## config.mk

```make
export PLATFORM = sky130hd
export DESIGN_NAME = sar_adc_control
export DESIGN_NICKNAME = d
export VERILOG_FILES = /design/src/design/sar_adc_pkg.sv /design/src/design/seq_link_if.sv /design/src/design/sar_sequencer.sv /design/src/design/sar_adc_control.sv
export SDC_FILE = /design/constraint.sdc
export NUM_CORES = 1
export LEC_CHECK = 0
export BUFFER_PORTS_ARGS = -buffer_cell sky130_fd_sc_hd__buf_2
export CAP_MARGIN = 20
export CORE_MARGIN = 2
export CORE_UTILIZATION = 54
export CTS_CLUSTER_SIZE = 40
export DETAILED_ROUTE_END_ITERATION = 6
export PLACE_DENSITY_LB_ADDON = 0.1
export SETUP_SLACK_MARGIN = 0.15
export SYNTH_ARGS = -nofsm -noshare
export SYNTH_HDL_FRONTEND = slang
export SYNTH_SLANG_ARGS = --single-unit
```

## constraint.sdc

```tcl
create_clock -name sys_clk -period 4.5 [get_ports sys_clk]
set_input_delay 0 -clock sys_clk [delete_from_list [all_inputs] [get_ports sys_clk]]
set_output_delay 0 -clock sys_clk [all_outputs]
set_load 0.05 [all_outputs]
```

## src/design/sar_adc_pkg.sv

```systemverilog
// Purpose: shared constants for the successive-approximation converter control
// Assumes: 8-bit converter, 16-code channel field, AXI4-Lite register access
// Notes: printed register offsets are word indices; byte address is four times the index
package sar_adc_pkg;

  // ***************************************************************
  // register map
  // ***************************************************************
  localparam logic [5:0] STATUS_CONTROL_INDEX = 6'h0E;
  localparam logic [5:0] RESULT_INDEX = 6'h0F;
  localparam logic [7:0] STATUS_CONTROL_RESET = 8'h00;
  localparam logic [7:0] RESULT_RESET = 8'h00;

  // ***************************************************************
  // status and control field layout
  // ***************************************************************
  localparam int COCO_BIT = 7;
  localparam int RC_SELECT_BIT = 6;
  localparam int POWER_ON_BIT = 5;
  localparam int ZERO_BIT = 4;
  localparam int CHANNEL_LSB = 0;
  localparam int CHANNEL_W = 4;
  localparam int RESULT_W = 8;

  // ***************************************************************
  // channel codes
  // ***************************************************************
  localparam logic [3:0] CH_PC0 = 4'h0;
  localparam logic [3:0] CH_PC1 = 4'h1;
  localparam logic [3:0] CH_PC2 = 4'h2;
  localparam logic [3:0] CH_PC3 = 4'h3;
  localparam logic [3:0] CH_PB3 = 4'h4;
  localparam logic [3:0] CH_PB4 = 4'h5;
  localparam logic [3:0] CH_HIGH_REF = 4'hC;
  localparam logic [3:0] CH_LOW_REF = 4'hD;
  localparam logic [3:0] CH_QUARTER_REF = 4'hE;
  localparam logic [3:0] CH_HALF_REF = 4'hF;

  // ***************************************************************
  // conversion timing, in converter clock steps
  // ***************************************************************
  localparam int CONVERSION_PERIOD = 32;
  localparam logic [7:0] FIRST_TRIAL = 8'h80;

  // ***************************************************************
  // bus answers
  // ***************************************************************
  localparam logic [1:0] RESP_OKAY = 2'h0;
  localparam logic [1:0] RESP_SLVERR = 2'h2;

endpackage : sar_adc_pkg

```

## src/design/seq_link_if.sv

```systemverilog
// Purpose: carries control and results between the register side and the sequencer
// Assumes: single clock domain
// Notes: restart and step are single-cycle qualifiers, done is a one-cycle pulse
interface seq_link_if;
  logic run;
  logic restart;
  logic step;
  logic cmp_above;
  logic [7:0] dac_code;
  logic sample_hold;
  logic done;
  logic [7:0] result;

  modport ctl (output run, output restart, output step, output cmp_above,
               input dac_code, input sample_hold, input done, input result);
  modport seq (input run, input restart, input step, input cmp_above,
               output dac_code, output sample_hold, output done, output result);
endinterface : seq_link_if

```

## src/design/sar_sequencer.sv

```systemverilog
// Purpose: steps one successive-approximation conversion every conversion period
// Assumes: comparator answer is settled for the current dac code at each step
// Notes: free-running while run is high (powered and not in stop mode); a restart abandons the conversion under way
module sar_sequencer
  import sar_adc_pkg::*;
(
  input wire logic sys_clk,
  input wire logic nrst,
  seq_link_if.seq link
);

  typedef enum logic [1:0] {
    SEQ_IDLE = 2'b00,
    SEQ_SAMPLE = 2'b01,
    SEQ_DECIDE = 2'b10,
    SEQ_WAIT = 2'b11
  } seq_state_type;

  typedef struct packed {
    seq_state_type state;
    logic [4:0] count;
    logic [7:0] approximation_register;
    logic done;
    logic [7:0] result;
  } seq_regs_type;

  localparam logic [4:0] LAST_COUNT = 5'(CONVERSION_PERIOD - 1);
  localparam logic [4:0] BIT_COUNT = 5'(RESULT_W);

  seq_regs_type seq_q;
  seq_regs_type seq_d;
  logic [2:0] bit_index;

  always_comb
  begin
    seq_d = seq_q;
    seq_d.done = 1'b0;
    bit_index = 3'(BIT_COUNT - seq_q.count);
    if (!link.run)
    begin
      seq_d.state = SEQ_IDLE;
      seq_d.count = 5'h00;
      seq_d.approximation_register = 8'h00;
    end
    else if (link.restart)
    begin
      seq_d.state = SEQ_SAMPLE;
      seq_d.count = 5'h00;
      seq_d.approximation_register = FIRST_TRIAL;
    end
    else if (link.step)
    begin
      unique case (seq_q.state)
        SEQ_IDLE:
        begin
          seq_d.state = SEQ_SAMPLE;
          seq_d.count = 5'h00;
          seq_d.approximation_register = FIRST_TRIAL;
        end
        // sample then decide
        SEQ_SAMPLE:
        begin
          seq_d.state = SEQ_DECIDE;
          seq_d.count = 5'h01;
        end
        SEQ_DECIDE:
        begin
          // keep bit when input at or above trial
          if (!link.cmp_above)
          begin
            seq_d.approximation_register[bit_index] = 1'b0;
          end
          if (bit_index != 3'h0)
          begin
            seq_d.approximation_register[bit_index - 3'h1] = 1'b1;
          end
          else
          begin
            seq_d.done = 1'b1;
            seq_d.result = seq_d.approximation_register;
            seq_d.state = SEQ_WAIT;
          end
          seq_d.count = seq_q.count + 5'h01;
        end
        SEQ_WAIT:
        begin
          // next conversion after the period
          if (seq_q.count == LAST_COUNT)
          begin
            seq_d.state = SEQ_SAMPLE;
            seq_d.count = 5'h00;
            seq_d.approximation_register = FIRST_TRIAL;
          end
          else
          begin
            seq_d.count = seq_q.count + 5'h01;
          end
        end
      endcase
    end
  end

  always_ff @(posedge sys_clk or negedge nrst)
  begin
    if (!nrst)
    begin
      seq_q <= '0;
    end
    else
    begin
      seq_q <= seq_d;
    end
  end

  assign link.dac_code = seq_q.approximation_register;
  assign link.sample_hold = (seq_q.state == SEQ_SAMPLE);
  assign link.done = seq_q.done;
  assign link.result = seq_q.result;

endmodule : sar_sequencer

```

## src/design/sar_adc_control.sv

```systemverilog
// Purpose: register side, port-pin effects and power control of the 8-bit converter
// Assumes: AXI4-Lite master keeps one write and one read in flight at most
// Notes: the analog mux, capacitor dac and comparator sit outside this block
//
// Notes on behaviour
// four-bit channel field; 0-5 inputs, 12-13 references, 14-15 internal points.
// inputs at or above high reference give all ones, at low give zeros.
// completion copies the approximation register into the result and sets the flag.
// any status/control write aborts, clears the flag, restarts on new channel; the code acts only on writes with byte lane 0 enabled.
// reset clears power-on and rc clock select, converter disabled.
// flag clears on status/control write or on result register read.
// clearing the flag starts a new conversion automatically.
// while flag stays set, convert every 32 cycles, refresh result, flag stays.
// rc clock select 1 runs converter from rc oscillator, 0 from system clock.
// power-on 0 switches converter, charge pump and rc oscillator off.
// software picks rc clock below 1MHz and waits about 1ms after switching.
// powered converter makes the selected channel's port pin read as zero.
// selected port-B pin loses its pull-up while power-on is set.
// software never uses a pin as analog and digital input together.
// converter keeps working in wait mode.
// stop mode halts all conversion activity.
// software clears power and rc bits in wait when unused, rc above 1MHz.
// status layout: flag bit7 read-only, rc bit6, power bit5, zero bit4, channel 3:0.
// result register is valid whenever the flag is set.
// input sampled at conversion start, then one bit decision per step.
// result holds until next completion and changes in a single cycle.
//
// Implementation choice: the AXI4-Lite slave port.
module sar_adc_control
  import sar_adc_pkg::*;
#(
  parameter int ADDR_W = 8
)
(
  input wire logic sys_clk,
  input wire logic nrst,
  input wire logic [ADDR_W-1:0] s_axi_awaddr,
  input wire logic s_axi_awvalid,
  output logic s_axi_awready,
  input wire logic [31:0] s_axi_wdata,
  input wire logic [3:0] s_axi_wstrb,
  input wire logic s_axi_wvalid,
  output logic s_axi_wready,
  output logic [1:0] s_axi_bresp,
  output logic s_axi_bvalid,
  input wire logic s_axi_bready,
  input wire logic [ADDR_W-1:0] s_axi_araddr,
  input wire logic s_axi_arvalid,
  output logic s_axi_arready,
  output logic [31:0] s_axi_rdata,
  output logic [1:0] s_axi_rresp,
  output logic s_axi_rvalid,
  input wire logic s_axi_rready,
  input wire logic comparator_above,
  input wire logic rc_tick,
  input wire logic stop_mode,
  output logic [7:0] dac_code,
  output logic sample_hold,
  output logic [3:0] mux_select,
  output logic converter_enable,
  output logic charge_pump_enable,
  output logic rc_osc_enable,
  output logic rc_clock_select,
  output logic [5:0] pc_read_zero,
  output logic [4:0] pb_read_zero,
  output logic [4:0] pb_pullup_off
);

  // ***************************************************************
  // state
  // ***************************************************************
  typedef struct packed {
    logic coco;
    logic rc_select;
    logic power_on;
    logic [3:0] channel_select;
    logic [7:0] result;
    logic aw_held;
    logic [ADDR_W-1:0] aw_addr;
    logic w_held;
    logic [7:0] w_data;
    logic w_lane0;
    logic bvalid;
    logic [1:0] bresp;
    logic rvalid;
    logic [1:0] rresp;
    logic [7:0] rdata;
  } ctl_regs_type;

  ctl_regs_type ctl_q;
  ctl_regs_type ctl_d;

  seq_link_if link ();

  // ***************************************************************
  // decode helpers
  // ***************************************************************
  function automatic logic [1:0] map_address(input logic [ADDR_W-1:0] addr);
    logic [1:0] hit;
    hit = 2'h0;
    if (addr[1:0] == 2'h0 && (addr >> 2) == ADDR_W'(STATUS_CONTROL_INDEX))
    begin
      hit = 2'h1;
    end
    else if (addr[1:0] == 2'h0 && (addr >> 2) == ADDR_W'(RESULT_INDEX))
    begin
      hit = 2'h2;
    end
    return hit;
  endfunction : map_address

  // port C pins 0-5 carry inputs 0-3 and both references
  function automatic logic [5:0] port_c_pins(input logic [3:0] ch);
    logic [5:0] pins;
    pins = 6'h00;
    unique case (ch)
      CH_PC0: pins = 6'h01;
      CH_PC1: pins = 6'h02;
      CH_PC2: pins = 6'h04;
      CH_PC3: pins = 6'h08;
      CH_HIGH_REF: pins = 6'h10;
      CH_LOW_REF: pins = 6'h20;
      default: pins = 6'h00;
    endcase
    return pins;
  endfunction : port_c_pins

  // port B pins 3 and 4 carry inputs 4 and 5
  function automatic logic [4:0] port_b_pins(input logic [3:0] ch);
    logic [4:0] pins;
    pins = 5'h00;
    if (ch == CH_PB3)
    begin
      pins = 5'h08;
    end
    else if (ch == CH_PB4)
    begin
      pins = 5'h10;
    end
    return pins;
  endfunction : port_b_pins

  function automatic logic [7:0] status_byte(input ctl_regs_type r);
    logic [7:0] b;
    b = 8'h00;
    b[COCO_BIT] = r.coco;
    b[RC_SELECT_BIT] = r.rc_select;
    b[POWER_ON_BIT] = r.power_on;
    b[ZERO_BIT] = 1'b0;
    b[CHANNEL_LSB +: CHANNEL_W] = r.channel_select;
    return b;
  endfunction : status_byte

  // ***************************************************************
  // bus handshakes
  // ***************************************************************
  logic aw_take;
  logic w_take;
  logic aw_ready_now;
  logic w_ready_now;
  logic [ADDR_W-1:0] wr_addr;
  logic [7:0] wr_data;
  logic wr_lane0;
  logic wr_fire;
  logic ar_take;
  logic status_write;
  logic result_read;
  logic coco_clear;

  assign aw_ready_now = !ctl_q.aw_held && !ctl_q.bvalid;
  assign w_ready_now = !ctl_q.w_held && !ctl_q.bvalid;
  assign aw_take = s_axi_awvalid && aw_ready_now;
  assign w_take = s_axi_wvalid && w_ready_now;
  assign wr_addr = ctl_q.aw_held ? ctl_q.aw_addr : s_axi_awaddr;
  assign wr_data = ctl_q.w_held ? ctl_q.w_data : s_axi_wdata[7:0];
  assign wr_lane0 = ctl_q.w_held ? ctl_q.w_lane0 : s_axi_wstrb[0];
  assign wr_fire = (ctl_q.aw_held || aw_take) && (ctl_q.w_held || w_take);
  assign ar_take = s_axi_arvalid && !ctl_q.rvalid;

  // any write to status/control with byte lane 0 enabled
  assign status_write = wr_fire && wr_lane0 && (map_address(wr_addr) == 2'h1);
  assign result_read = ar_take && (map_address(s_axi_araddr) == 2'h2);

  // flag clears on write or result read
  assign coco_clear = status_write || result_read;

  // ***************************************************************
  // register update
  // ***************************************************************
  always_comb
  begin
    ctl_d = ctl_q;
    // write channels, taken in either order
    if (aw_take && !wr_fire)
    begin
      ctl_d.aw_held = 1'b1;
      ctl_d.aw_addr = s_axi_awaddr;
    end
    if (w_take && !wr_fire)
    begin
      ctl_d.w_held = 1'b1;
      ctl_d.w_data = s_axi_wdata[7:0];
      ctl_d.w_lane0 = s_axi_wstrb[0];
    end
    if (wr_fire)
    begin
      ctl_d.aw_held = 1'b0;
      ctl_d.w_held = 1'b0;
      ctl_d.bvalid = 1'b1;
      ctl_d.bresp = (map_address(wr_addr) == 2'h0) ? RESP_SLVERR : RESP_OKAY;
    end
    else if (ctl_q.bvalid && s_axi_bready)
    begin
      ctl_d.bvalid = 1'b0;
    end
    // field layout, flag not writable
    if (status_write)
    begin
      ctl_d.rc_select = wr_data[RC_SELECT_BIT];
      ctl_d.power_on = wr_data[POWER_ON_BIT];
      ctl_d.channel_select = wr_data[CHANNEL_LSB +: CHANNEL_W];
    end
    // copy result and set flag
    // whole byte in one cycle
    if (link.done && !status_write)
    begin
      ctl_d.result = link.result;
      ctl_d.coco = 1'b1;
    end
    else if (coco_clear)
    begin
      ctl_d.coco = 1'b0;
    end
    // read channel
    if (ar_take)
    begin
      ctl_d.rvalid = 1'b1;
      unique case (map_address(s_axi_araddr))
        2'h1:
        begin
          ctl_d.rdata = status_byte(ctl_q);
          ctl_d.rresp = RESP_OKAY;
        end
        2'h2:
        begin
          ctl_d.rdata = ctl_q.result;
          ctl_d.rresp = RESP_OKAY;
        end
        default:
        begin
          ctl_d.rdata = 8'h00;
          ctl_d.rresp = RESP_SLVERR;
        end
      endcase
    end
    else if (ctl_q.rvalid && s_axi_rready)
    begin
      ctl_d.rvalid = 1'b0;
    end
  end

  // reset clears power and rc select
  always_ff @(posedge sys_clk or negedge nrst)
  begin
    if (!nrst)
    begin
      ctl_q <= '0;
    end
    else
    begin
      ctl_q <= ctl_d;
    end
  end

  // ***************************************************************
  // sequencer control
  // ***************************************************************
  // converter runs only when powered
  // stop mode halts conversions
  // wait mode does not gate the converter
  assign link.run = ctl_q.power_on && !stop_mode;

  // clearing the flag restarts conversion
  // a completion in the same cycle as a result read keeps the flag, so no restart then
  assign link.restart = status_write || (result_read && ctl_q.coco && !link.done);

  // step on rc oscillator ticks or every clock
  // rc ticks assumed stable before software selects them
  assign link.step = ctl_q.rc_select ? rc_tick : 1'b1;
  assign link.cmp_above = comparator_above;

  sar_sequencer u_sequencer (
    .sys_clk (sys_clk),
    .nrst (nrst),
    .link (link)
  );

  // ***************************************************************
  // analog side and port pins
  // ***************************************************************
  // channel code drives the mux
  assign mux_select = ctl_q.channel_select;
  assign dac_code = link.dac_code;
  assign sample_hold = link.sample_hold;
  assign converter_enable = ctl_q.power_on;
  assign charge_pump_enable = ctl_q.power_on;
  assign rc_osc_enable = ctl_q.power_on && ctl_q.rc_select;
  assign rc_clock_select = ctl_q.rc_select;

  logic [5:0] pc_sel;
  logic [4:0] pb_sel;
  assign pc_sel = port_c_pins(ctl_q.channel_select);
  assign pb_sel = port_b_pins(ctl_q.channel_select);

  genvar gi;
  generate
    for (gi = 0; gi < 6; gi++)
    begin : g_port_c
      // selected pin reads zero
      assign pc_read_zero[gi] = ctl_q.power_on && pc_sel[gi];
    end
    for (gi = 0; gi < 5; gi++)
    begin : g_port_b
      assign pb_read_zero[gi] = ctl_q.power_on && pb_sel[gi];
      // pull-up off for selected pin
      assign pb_pullup_off[gi] = ctl_q.power_on && pb_sel[gi];
    end
  endgenerate

  // ***************************************************************
  // bus outputs
  // ***************************************************************
  assign s_axi_awready = aw_ready_now;
  assign s_axi_wready = w_ready_now;
  assign s_axi_bvalid = ctl_q.bvalid;
  assign s_axi_bresp = ctl_q.bresp;
  assign s_axi_arready = !ctl_q.rvalid;
  assign s_axi_rvalid = ctl_q.rvalid;
  assign s_axi_rresp = ctl_q.rresp;
  // result readable whenever flag set
  assign s_axi_rdata = {24'h000000, ctl_q.rdata};

endmodule : sar_adc_control

```

Yosys cells after proc, flatten, opt, wreduce, memory -nomap -nowiden
Cells that the tools add are included.
{"block": "classes", "addsub": 3, "order_cmp": 4, "n_eq_ne": 23, "muxes": 48, "n_bitwise": 5, "n_reduce_logical": 61}
{"cell": "8-bit two-way mux", "count": 8}
{"cell": "9-bit two-way mux", "count": 5}
{"cell": "6-bit one-hot mux with 6 select lines", "count": 1}
{"cell": "1-bit logical AND", "count": 35}
{"cell": "15-bit two-way mux", "count": 2}
{"cell": "7-bit one-hot mux with 4 select lines", "count": 1}
{"cell": "6-bit by 4-bit == test with 1-bit output, second input constant", "count": 4}
{"cell": "24-bit two-way mux", "count": 1}
{"cell": "8-bit one-hot mux with 3 select lines", "count": 1}
{"cell": "10-bit one-hot mux with 2 select lines", "count": 1}
{"cell": "2-bit two-way mux", "count": 9}
{"cell": "5-bit two-way mux", "count": 3}
{"cell": "1-bit two-way mux", "count": 12}
{"cell": "10-bit two-way mux", "count": 1}
{"cell": "2-bit nonzero test", "count": 5}
{"cell": "8-bit bitwise AND", "count": 1}
{"cell": "2-bit == test, second input constant", "count": 4}
{"cell": "4-bit by 2-bit == test with 1-bit output, second input constant", "count": 2}
{"cell": "4-bit by 3-bit == test with 1-bit output, second input constant", "count": 2}
{"cell": "4-bit == test, second input constant", "count": 2}
{"cell": "1-bit zero test", "count": 8}
{"cell": "2-bit zero test", "count": 4}
{"cell": "3-bit by 4-bit < comparator with 1-bit output, second input constant", "count": 2}
{"cell": "4-bit != test, second input constant", "count": 2}
{"cell": "19 further kinds", "count": 28}
{"block": "word_totals", "ff_bits": 72, "inputBits": 62, "out_inout_bits": 74, "elab_cells": 164}

Depth between registers and ports, before layout
Gate-level depths: netlist of run 1.
{"block": "logic_depth", "ltp_word": 18, "mapped_depth": 8, "mapped_depth_nobuf": 8}

By module
Synthesis of run 1 repeated with hierarchy kept, for this count alone.
{"block": "hier_totals", "cells_unflattened": 375, "hier_area_um2": 3814.9}
{"mod": "sar_adc_control", "n_inst": 1, "cells_each": 221, "area_each_um2": 2352.3, "seq_area_each_um2": 1101.1}
{"mod": "sar_sequencer", "n_inst": 1, "cells_each": 154, "area_each_um2": 1462.7, "seq_area_each_um2": 600.6}

Worst setup path before layout of run 1
No wires, ideal clock.
{"block": "synth_path", "kind": "reg-to-reg", "startpoint": "reg ctl_q (netlist bit s_axi_rvalid)", "endpoint": "reg u_sequencer.seq_q (netlist bit u_sequencer.link.result[1])", "setup_ns": 0.125, "arrival_time_ns": 2.312, "required_time_ns": 4.375, "path_slack_ns": 2.063, "stages_incl_launch_ff": 7, "n_path_buf": 1, "period_less_slack_ns": 2.437, "cell_sequence": "dfrtp_1 > inv_1 > nand2_1 > or4_4 > and3_4 > buf_6 > mux2_4"}
{"block": "synth_between", "elab_chain_cells": 8}
{"element": "start, declared", "line_no": "sar_adc_control.sv:90", "rtl": "ctl_regs_type ctl_q;"}
{"element": "start signal, assigned", "line_no": "sar_adc_control.sv:271", "rtl": "ctl_q <= ctl_d;"}
{"element": "1-bit zero test"}
{"element": "net s_axi_arready", "line_no": "sar_adc_control.sv:49", "rtl": "output logic s_axi_arready,"}
{"element": "1-bit logical AND", "line_no": "sar_adc_control.sv:178", "rtl": "assign ar_take = s_axi_arvalid && !ctl_q.rvalid;"}
{"element": "1-bit logical AND", "line_no": "sar_adc_control.sv:182", "rtl": "assign result_read = ar_take && (map_address(s_axi_araddr) == 2'h2);"}
{"element": "1-bit logical AND (2 in series)", "line_no": "sar_adc_control.sv:285", "rtl": "assign link.restart = status_write || (result_read && ctl_q.coco && !link.done);"}
{"element": "1-bit logical OR", "line_no": "sar_adc_control.sv:285"}
{"element": "1-bit NOT (no source line)"}
{"element": "5-bit AND reduction (no source line)"}
{"element": "end signal, assigned", "line_no": "sar_sequencer.sv:111", "rtl": "seq_q <= seq_d;"}
{"element": "end, declared", "line_no": "sar_sequencer.sv:30", "rtl": "seq_regs_type seq_q;"}
The timed path passes the listed nets, and every way through them passes these cells.
A chain may end at the register's enable or synchronous reset.

Worst setup path in the final report of run 1
{"block": "layout_path", "startpoint": "reg u_sequencer.seq_q[17] in the netlist's numbering", "endpoint": "reg u_sequencer.seq_q (netlist bit u_sequencer.link.result[7])"}
{"block": "layout_between", "elab_chain_cells": 12, "word_cells_on_any_way": 16, "classes_between": "add/sub (1); order compare (2); mux (7); bitwise (3); reduce/logical (3)"}
{"element": "1-bit by 3-bit subtractor with 3-bit output (*)", "line_no": "sar_sequencer.sv:38", "rtl": "bit_index = 3'(BIT_COUNT - seq_q.count);"}
{"element": "3-bit by 4-bit < comparator with 1-bit output (implied by the code) or 3-bit by 1-bit >= comparator with 1-bit output (tied branches)", "line_no": "sar_sequencer.sv:71", "rtl": "seq_d.approximation_register[bit_index] = 1'b0;"}
{"element": "1-bit logical AND (implied by the code)", "line_no": "sar_sequencer.sv:71"}
{"element": "1-bit two-way mux (implied by the code)", "line_no": "sar_sequencer.sv:71"}
{"element": "1-bit demux with 3-bit select"}
{"element": "8-bit NOT (no source line)"}
{"element": "8-bit bitwise AND (no source line)"}
{"element": "8-bit two-way mux", "line_no": "sar_sequencer.sv:69", "rtl": "if (!link.cmp_above)"}
{"element": "8-bit two-way mux", "line_no": "sar_sequencer.sv:53", "rtl": "unique case (seq_q.state)"}
{"element": "8-bit two-way mux", "line_no": "sar_sequencer.sv:51", "rtl": "else if (link.step)"}
{"element": "8-bit two-way mux", "line_no": "sar_sequencer.sv:45", "rtl": "else if (link.restart)"}
{"element": "8-bit two-way mux", "line_no": "sar_sequencer.sv:39", "rtl": "if (!link.run)"}
Mark *: on every way between the ends. The rest lies on a longest branch, timed or not. The select of a mux whose other input is x is not followed.

==> results.toml, run 1 <==
[clocking]
clkTransAtPathRegs_ns = 0.07
cts_num_sinks = 68
cts_tree = "done"
numCtsBuffers = 9
post_cts_resized = 0
clock_latency_ns = 0.33
cts.path.max_buffers = 2
cts_max_level = 3
cts-root-buf = "clkbuf_8"

[synth]
synthTopCellsByCount = "dfrtp_1, buf_4, nand2_1, o21ai_0, mux2_2"
yosysTopAreaCell = "dfrtp_1"
yosysWarnings = 0
synth.top_cell.area_share = 0.441
ys_types = 50
syn_area_um2 = 3860
synth_edf_count = 0
async_flop_share = 1.00
yosysMostFrequentCell = "dfrtp_1"
avgSynthCellArea_um2 = 10.0
synth_seq_cells = 68
yosysSeqAreaShare = 0.441
synthCells = 385
synth_area_leaders = "dfrtp_1, buf_4, mux2_2, mux2i_1, o21ai_0"
ys.flop_type = "dfrtp_1"

[setup_path]
r2r_cells = 7
max_stage_delay_ns = 0.67
cp-start-kind = "register"
reg2reg_to = "u_sequencer.link.result[7]"
reg2reg_slack_ns = 1.96
reg2reg_from = "u_sequencer.seq_q[17]"
worstPathRequired_ns = 4.72
arrival_ns = 2.75
startpoint = "u_sequencer.seq_q[17]"
cp-endpoint = "u_sequencer.link.result[7]"
critical_path.endpoint_type = "register"
cp_cell_sequence = "inv_1, ha_1, xor2_1, nand2_1, nor2_1, and3_4, mux2_4"
crit_path_max_fanout = 15
crit_path_top_delay_cell = "dfrtp_1"
critPathKind = "reg2reg"

[final_layout]
multiInputGateArea_um2 = 1720
nNetsFinal = 525
fin_cells = 553
diodes = 0
drive_gt1_frac = 0.267
fillers = 601
syn2layout_area_growth_pct = 13.6
regArea_um2 = 1700

[floorplan]
dieArea_um2 = 7840
core-area_um2 = 6870
start_util = 0.562
dieHeight_um = 88.6
rows = 30
top_level_ports = 136
fp.dieW_um = 88.6

[drt]
vias_per_cell = 5.15
totalWireLength_um = 7640
drt_iter0_drc = 102
route.detailed.drc = 0
wl_per_cell_um = 13.8
vias = 2849
drt_pre_antenna_iters = 4
postRouteAntennaNets = 0

[global_route]
groute.usage.overall = 0.208
busiest_layer = "met2"
met2_usage = 0.344
grt_max_degree = 69
grt_pass1_vias = 2714
antenna_found_initial = 0
use_met1 = 0.266
grt.overflow.total = 0
grt_pass1_wl_um = 12500
met3_usage = 0.0485

[sta]
slew_violations = 0
setup_tns_ns = 0
layout_setup_ws_ns = 1.96
finalCritPeriodShare = 0.563
setup_violations = 0
fin_crit_ns = 2.54
rsz0062_at_grt = "no"
timing.fmax_mhz = 394
skew_ns = 0.00544
maxSlewHeadroom = 0.428
worst_pin_slew_ns = 0.858
hold_viol = 0

[place]
place_congestion = 0.806
pre_cts_ws_ns = 2.00
port_buffers = 74
dp_cells = 519
dp_hpwl_um = 5290

[power_and_ir_drop]
p_per_area_nw_per_um2 = 388
total_power_mw = 1.70
vdd_drop_max_mv = 0.267
leakagePower_nw = 2.16

[flow_run]
max_cap_violations = 0

[hold_path]
hold_path_class = "in2reg"

[status]
status = "completed"
## routing by layer
| metal | part of all wire | up-vias | wire length (um) |
|---|---|---|---|
| met2 | 0.48 | 87 | 3650 |
| met5 | 0 | - | 0 |
| met4 | 0.020 | 0 | 150 |
| met3 | 0.049 | 14 | 373 |
| li1 | - | 1378 | - |
| met1 | 0.45 | 1370 | 3470 |
## state kept, by name (all words and copies together), names as in the netlist, 4 cells and up
signal,flops
u_sequencer.link.result,8
ctl_q,26
s_axi_rdata,8
u_sequencer.link.dac_code,8
u_sequencer.seq_q,7
mux_select,4
## cell usage in the layout, fill, tap and decap left out, types with 2 or more instances in the layout
master          n
o21a_1          9
a31oi_1         2
mux2_4          3
dfrtp_1        68
nor4b_1         2
nand3b_1        5
nor2_1         22
nand4_1         3
inv_1          17
nand2_1        30
mux2_2         24
and2_1          2
mux2i_1        20
nand2b_1        3
buf_4           2
a211oi_1        3
and3_1          2
conb_1         32
nand3_1         6
nor4_1          2
a21o_1          3
clkbuf_8       11
a21oi_1        16
ha_1            9
o21ai_0        25
nor3_1          9
nor2b_1         7
buf_2          74
dlygate4sd3_1  20
a21boi_0        3
o31ai_1         2
## power by group
part | switching, mW | internal, mW
registers | 0.0769 | 0.703
logic | 0.271 | 0.156
clock network | 0.216 | 0.280
## final cells by class
cell class / count / area share
sequential: 68 / 0.388
multi-input combinational: 262 / 0.393
clock inverter: 2 / 0.00799
clock buffer: 12 / 0.0354
timing repair buffer: 96 / 0.134
tap: 96 / 0.0274
inverter: 17 / 0.0146
## critical path: cells and delay by family, from the launching register on
kind | cells | cell delay [ns]
multiplexers | 1 | 0.31
adder cells (fa/ha/maj) | 1 | 0.33
buffers and inverters | 1 | 0.28
XOR/XNOR | 1 | 0.27
AND/OR/NAND/NOR | 3 | 0.54
flip-flops | 1 | 0.67
## worst min path at each step
stage / start / to / slack (ns) / cells after the start
4_1_cts: rc_tick / u_sequencer.seq_q[18] / 0.02 / 4
3_5_place_dp: s_axi_bready / s_axi_bvalid / 0.19 / 2
3_3_place_gp: s_axi_bready / s_axi_bvalid / 0.19 / 2
6_report: rc_tick / u_sequencer.seq_q[18] / 0.04 / 4
2_1_floorplan: nrst / charge_pump_enable / -0.30 / 0
5_1_grt: rc_tick / u_sequencer.seq_q[18] / 0.07 / 4
## stage by stage
stage | util | cell area, um2 | hold WS (ns)
floorplan | - | 3980 | -0.296
global placement | 0.582 | 4000 | 0.186
detailed placement | 0.582 | 4000 | 0.194
CTS | 0.638 | 4390 | 0.0227
global route | 0.638 | 4390 | 0.0675
finish | 0.638 | 4390 | 0.0373
## timing repair
| action | 4_1_cts | 5_1_grt |
|---|---|---|
| buffers inserted | 0 | 0 |
| endpoints found under the hold margin | 94 | 0 |
| hold buffers | 20 | 0 |
## kinds of logic after synthesis
group | synth area share
and+or+nand+nor | 0.139
AOI/OAI and AO/OA | 0.109
other | 0.000971
xor gates and xnor gates | 0.00454
muxes | 0.134
buffers and inverters | 0.143
DFF | 0.441
adders and majority gates | 0.0292
Note: power is estimated with default switching activity, not from simulation.
==> run 2, diff against run 1 <==
Settings changed: ABC_AREA from default to 1, CORE_UTILIZATION 54 to 47.
Clock period 4.5 ns to 2.1 ns, I/O delays scaled along.
==> results.toml, run 2 <==
[clocking]
cts.path.max_buffers = 2
clkTransAtPathRegs_ns = 0.08
cts_max_level = 3
numCtsBuffers = 9
cts-root-buf = "clkbuf_8"
cts_setup_buffers = 0
cts_tree = "done"
cts_num_sinks = 68
clock_latency_ns = 0.34

[global_route]
grt_pass1_wl_um = 15900
groute.usage.overall = 0.199
antenna_found_initial = 0
grt.overflow.total = 0
grt_max_degree = 35
grt_pass1_vias = 3381

[flow_run]
max_cap_violations = 0

[synth]
synth.top_cell.area_share = 0.396
ys.flop_type = "dfrtp_1"
synth_seq_cells = 68
yosysTopAreaCell = "dfrtp_1"
synthCells = 558
ys_types = 41
yosysMostFrequentCell = "nand2_1"
synth_area_leaders = "dfrtp_1, nand2_1, buf_4, inv_1, nand3_1"
synthTopCellsByCount = "nand2_1, dfrtp_1, buf_4, inv_1, nor2_1"
avgSynthCellArea_um2 = 7.71
yosysWarnings = 0
synth_edf_count = 0
async_flop_share = 1.00
syn_area_um2 = 4300
yosysSeqAreaShare = 0.396

[place]
dp_cells = 711
dp_hpwl_um = 6850
place_congestion = 0.867
port_buffers = 74

[setup_path]
arrival_ns = 2.06
worstPathRequired_ns = 2.34
cp-start-kind = "register"
critPathKind = "reg2reg"
crit_path_max_fanout = 8
critical_path.endpoint_type = "register"

[drt]
totalWireLength_um = 9240
drt_pre_antenna_iters = 5
wl_per_cell_um = 12.4
vias_per_cell = 4.86
route.detailed.drc = 0
drt_iter0_drc = 154
postRouteAntennaNets = 0
vias = 3627

[floorplan]
core-area_um2 = 8810
start_util = 0.488
dieHeight_um = 99.7
dieArea_um2 = 9930
fp.dieW_um = 99.7
rows = 34
top_level_ports = 136

[final_layout]
layout_common_cells = "nand2_1, buf_2, dfrtp_1"
fin_cells = 747
fillers = 874
drive_gt1_frac = 0.227
final_util = 0.564
syn2layout_area_growth_pct = 15.5
nNetsFinal = 705
largest_reg_flops = 26
top_register = "ctl_q"
final_common_cell = "nand2_1"
diodes = 0

[sta]
fin_crit_ns = 1.82
slew_violations = 0
setup_tns_ns = 0
hold_ws_ns = 0.0461
maxSlewHeadroom = 0.622
finalCritPeriodShare = 0.866
setup_violations = 0
worst_pin_slew_ns = 0.567
rsz0062_at_grt = "yes"
skew_ns = 0.0132
hold_viol = 0
timing.fmax_mhz = 550

[power_and_ir_drop]
total_power_mw = 4.12
leakagePower_nw = 2.80
p_per_area_nw_per_um2 = 830
vdd_drop_max_mv = 0.519

[hold_path]
hold_path_class = "in2reg"

[status]
status = "completed"
run 2: cell count changes after synthesis, sizes merged, moves of 7 or more:
cell	before	now
nand4	3	26
o21a	9	0
nand3	6	44
o21ai	25	35
nand2	31	150
mux2	27	4
inv	17	67
nor2b	7	0
nor2	22	55
nor3	9	1
mux2i	20	0
a21oi	16	9
run 2: kinds of logic after synthesis:
| family | count (synthesis) | synth area share |
|---|---|---|
| AOI/OAI and AO/OA | 52 | 0.0736 |
| xor gates and xnor gates | 1 | 0.00204 |
| adders and majority gates | 9 | 0.0262 |
| and+or+nand+nor | 285 | 0.312 |
| buffers and inverters | 138 | 0.179 |
| DFF | 68 | 0.396 |
| muxes | 4 | 0.0105 |
| other | 1 | 0.000872 |
run 2: path summary, 6_finish.rpt:
kind                                        from                      endpoint  slack (ns)  cells past startpoint
setup / recovery           u_sequencer.seq_q[17]  u_sequencer.link.dac_code[2]        0.28                     12
setup reg to reg           u_sequencer.seq_q[17]  u_sequencer.link.dac_code[2]        0.28                     12
hold reg to reg                        ctl_q[20]                     ctl_q[20]        0.48                      2
max in group asynchronous                   nrst         u_sequencer.seq_q[17]        1.32                      3
min in group asynchronous                   nrst                s_axi_rdata[4]        0.18                      2
hold / removal                      s_axi_wvalid                     ctl_q[32]        0.05                      4
run 2: through the flow:
| step | worst slack (ns) | area [um2] |
|---|---|---|
| after floorplan | -0.337 | 4420 |
| after global placement | 0.170 | 4500 |
| after detailed placement | 0.182 | 4500 |
| after CTS | 0.184 | 4950 |
| after global routing | 0.129 | 4970 |
| final | 0.282 | 4970 |
run 2: what timing repair did:
item / CTS / global route
setup endpoints to repair: 0 / 34
gates resized for setup: 0 / 9
hold endpoints to repair: 41 / 0
hold buffers: 20 / 0
run 2: worst max-delay path: stages, from the launching register on:
cell and delay (ns):
dfrtp_2 0.44, ha_1 0.22, nand2_1 0.08, nor2_1 0.06
ha_1 0.17, inv_1 0.05, nand2_1 0.07, nand2_1 0.08
inv_1 0.05, o31ai_2 0.09, nand4_4 0.22, nand2_1 0.12
nand2_1 0.06
run 2: cell type report:
cell class | count | area, um2 | area share
multi-input combinational | 383 | 1960 | 0.394
clock buffer | 10 | 138 | 0.0277
timing repair buffer | 104 | 658 | 0.132
sequential | 68 | 1700 | 0.343
clock inverter | 6 | 111 | 0.0224
inverter | 68 | 263 | 0.0529
tap | 108 | 135 | 0.0272
run 2: where the power goes:
part	switching (mW)	internal (mW)	total (mW)
Sequential	0.157	1.49	1.65
Combinational	0.799	0.335	1.13
Clock	0.519	0.821	1.34
run 2: layer usage:
metal	up-vias	global-route usage	wire length [um]
met2	99	0.328	4260
li1	1861	-	-
met3	10	0.0401	447
met1	1657	0.272	4440
met4	0	0.0474	90
met5	-	0	0
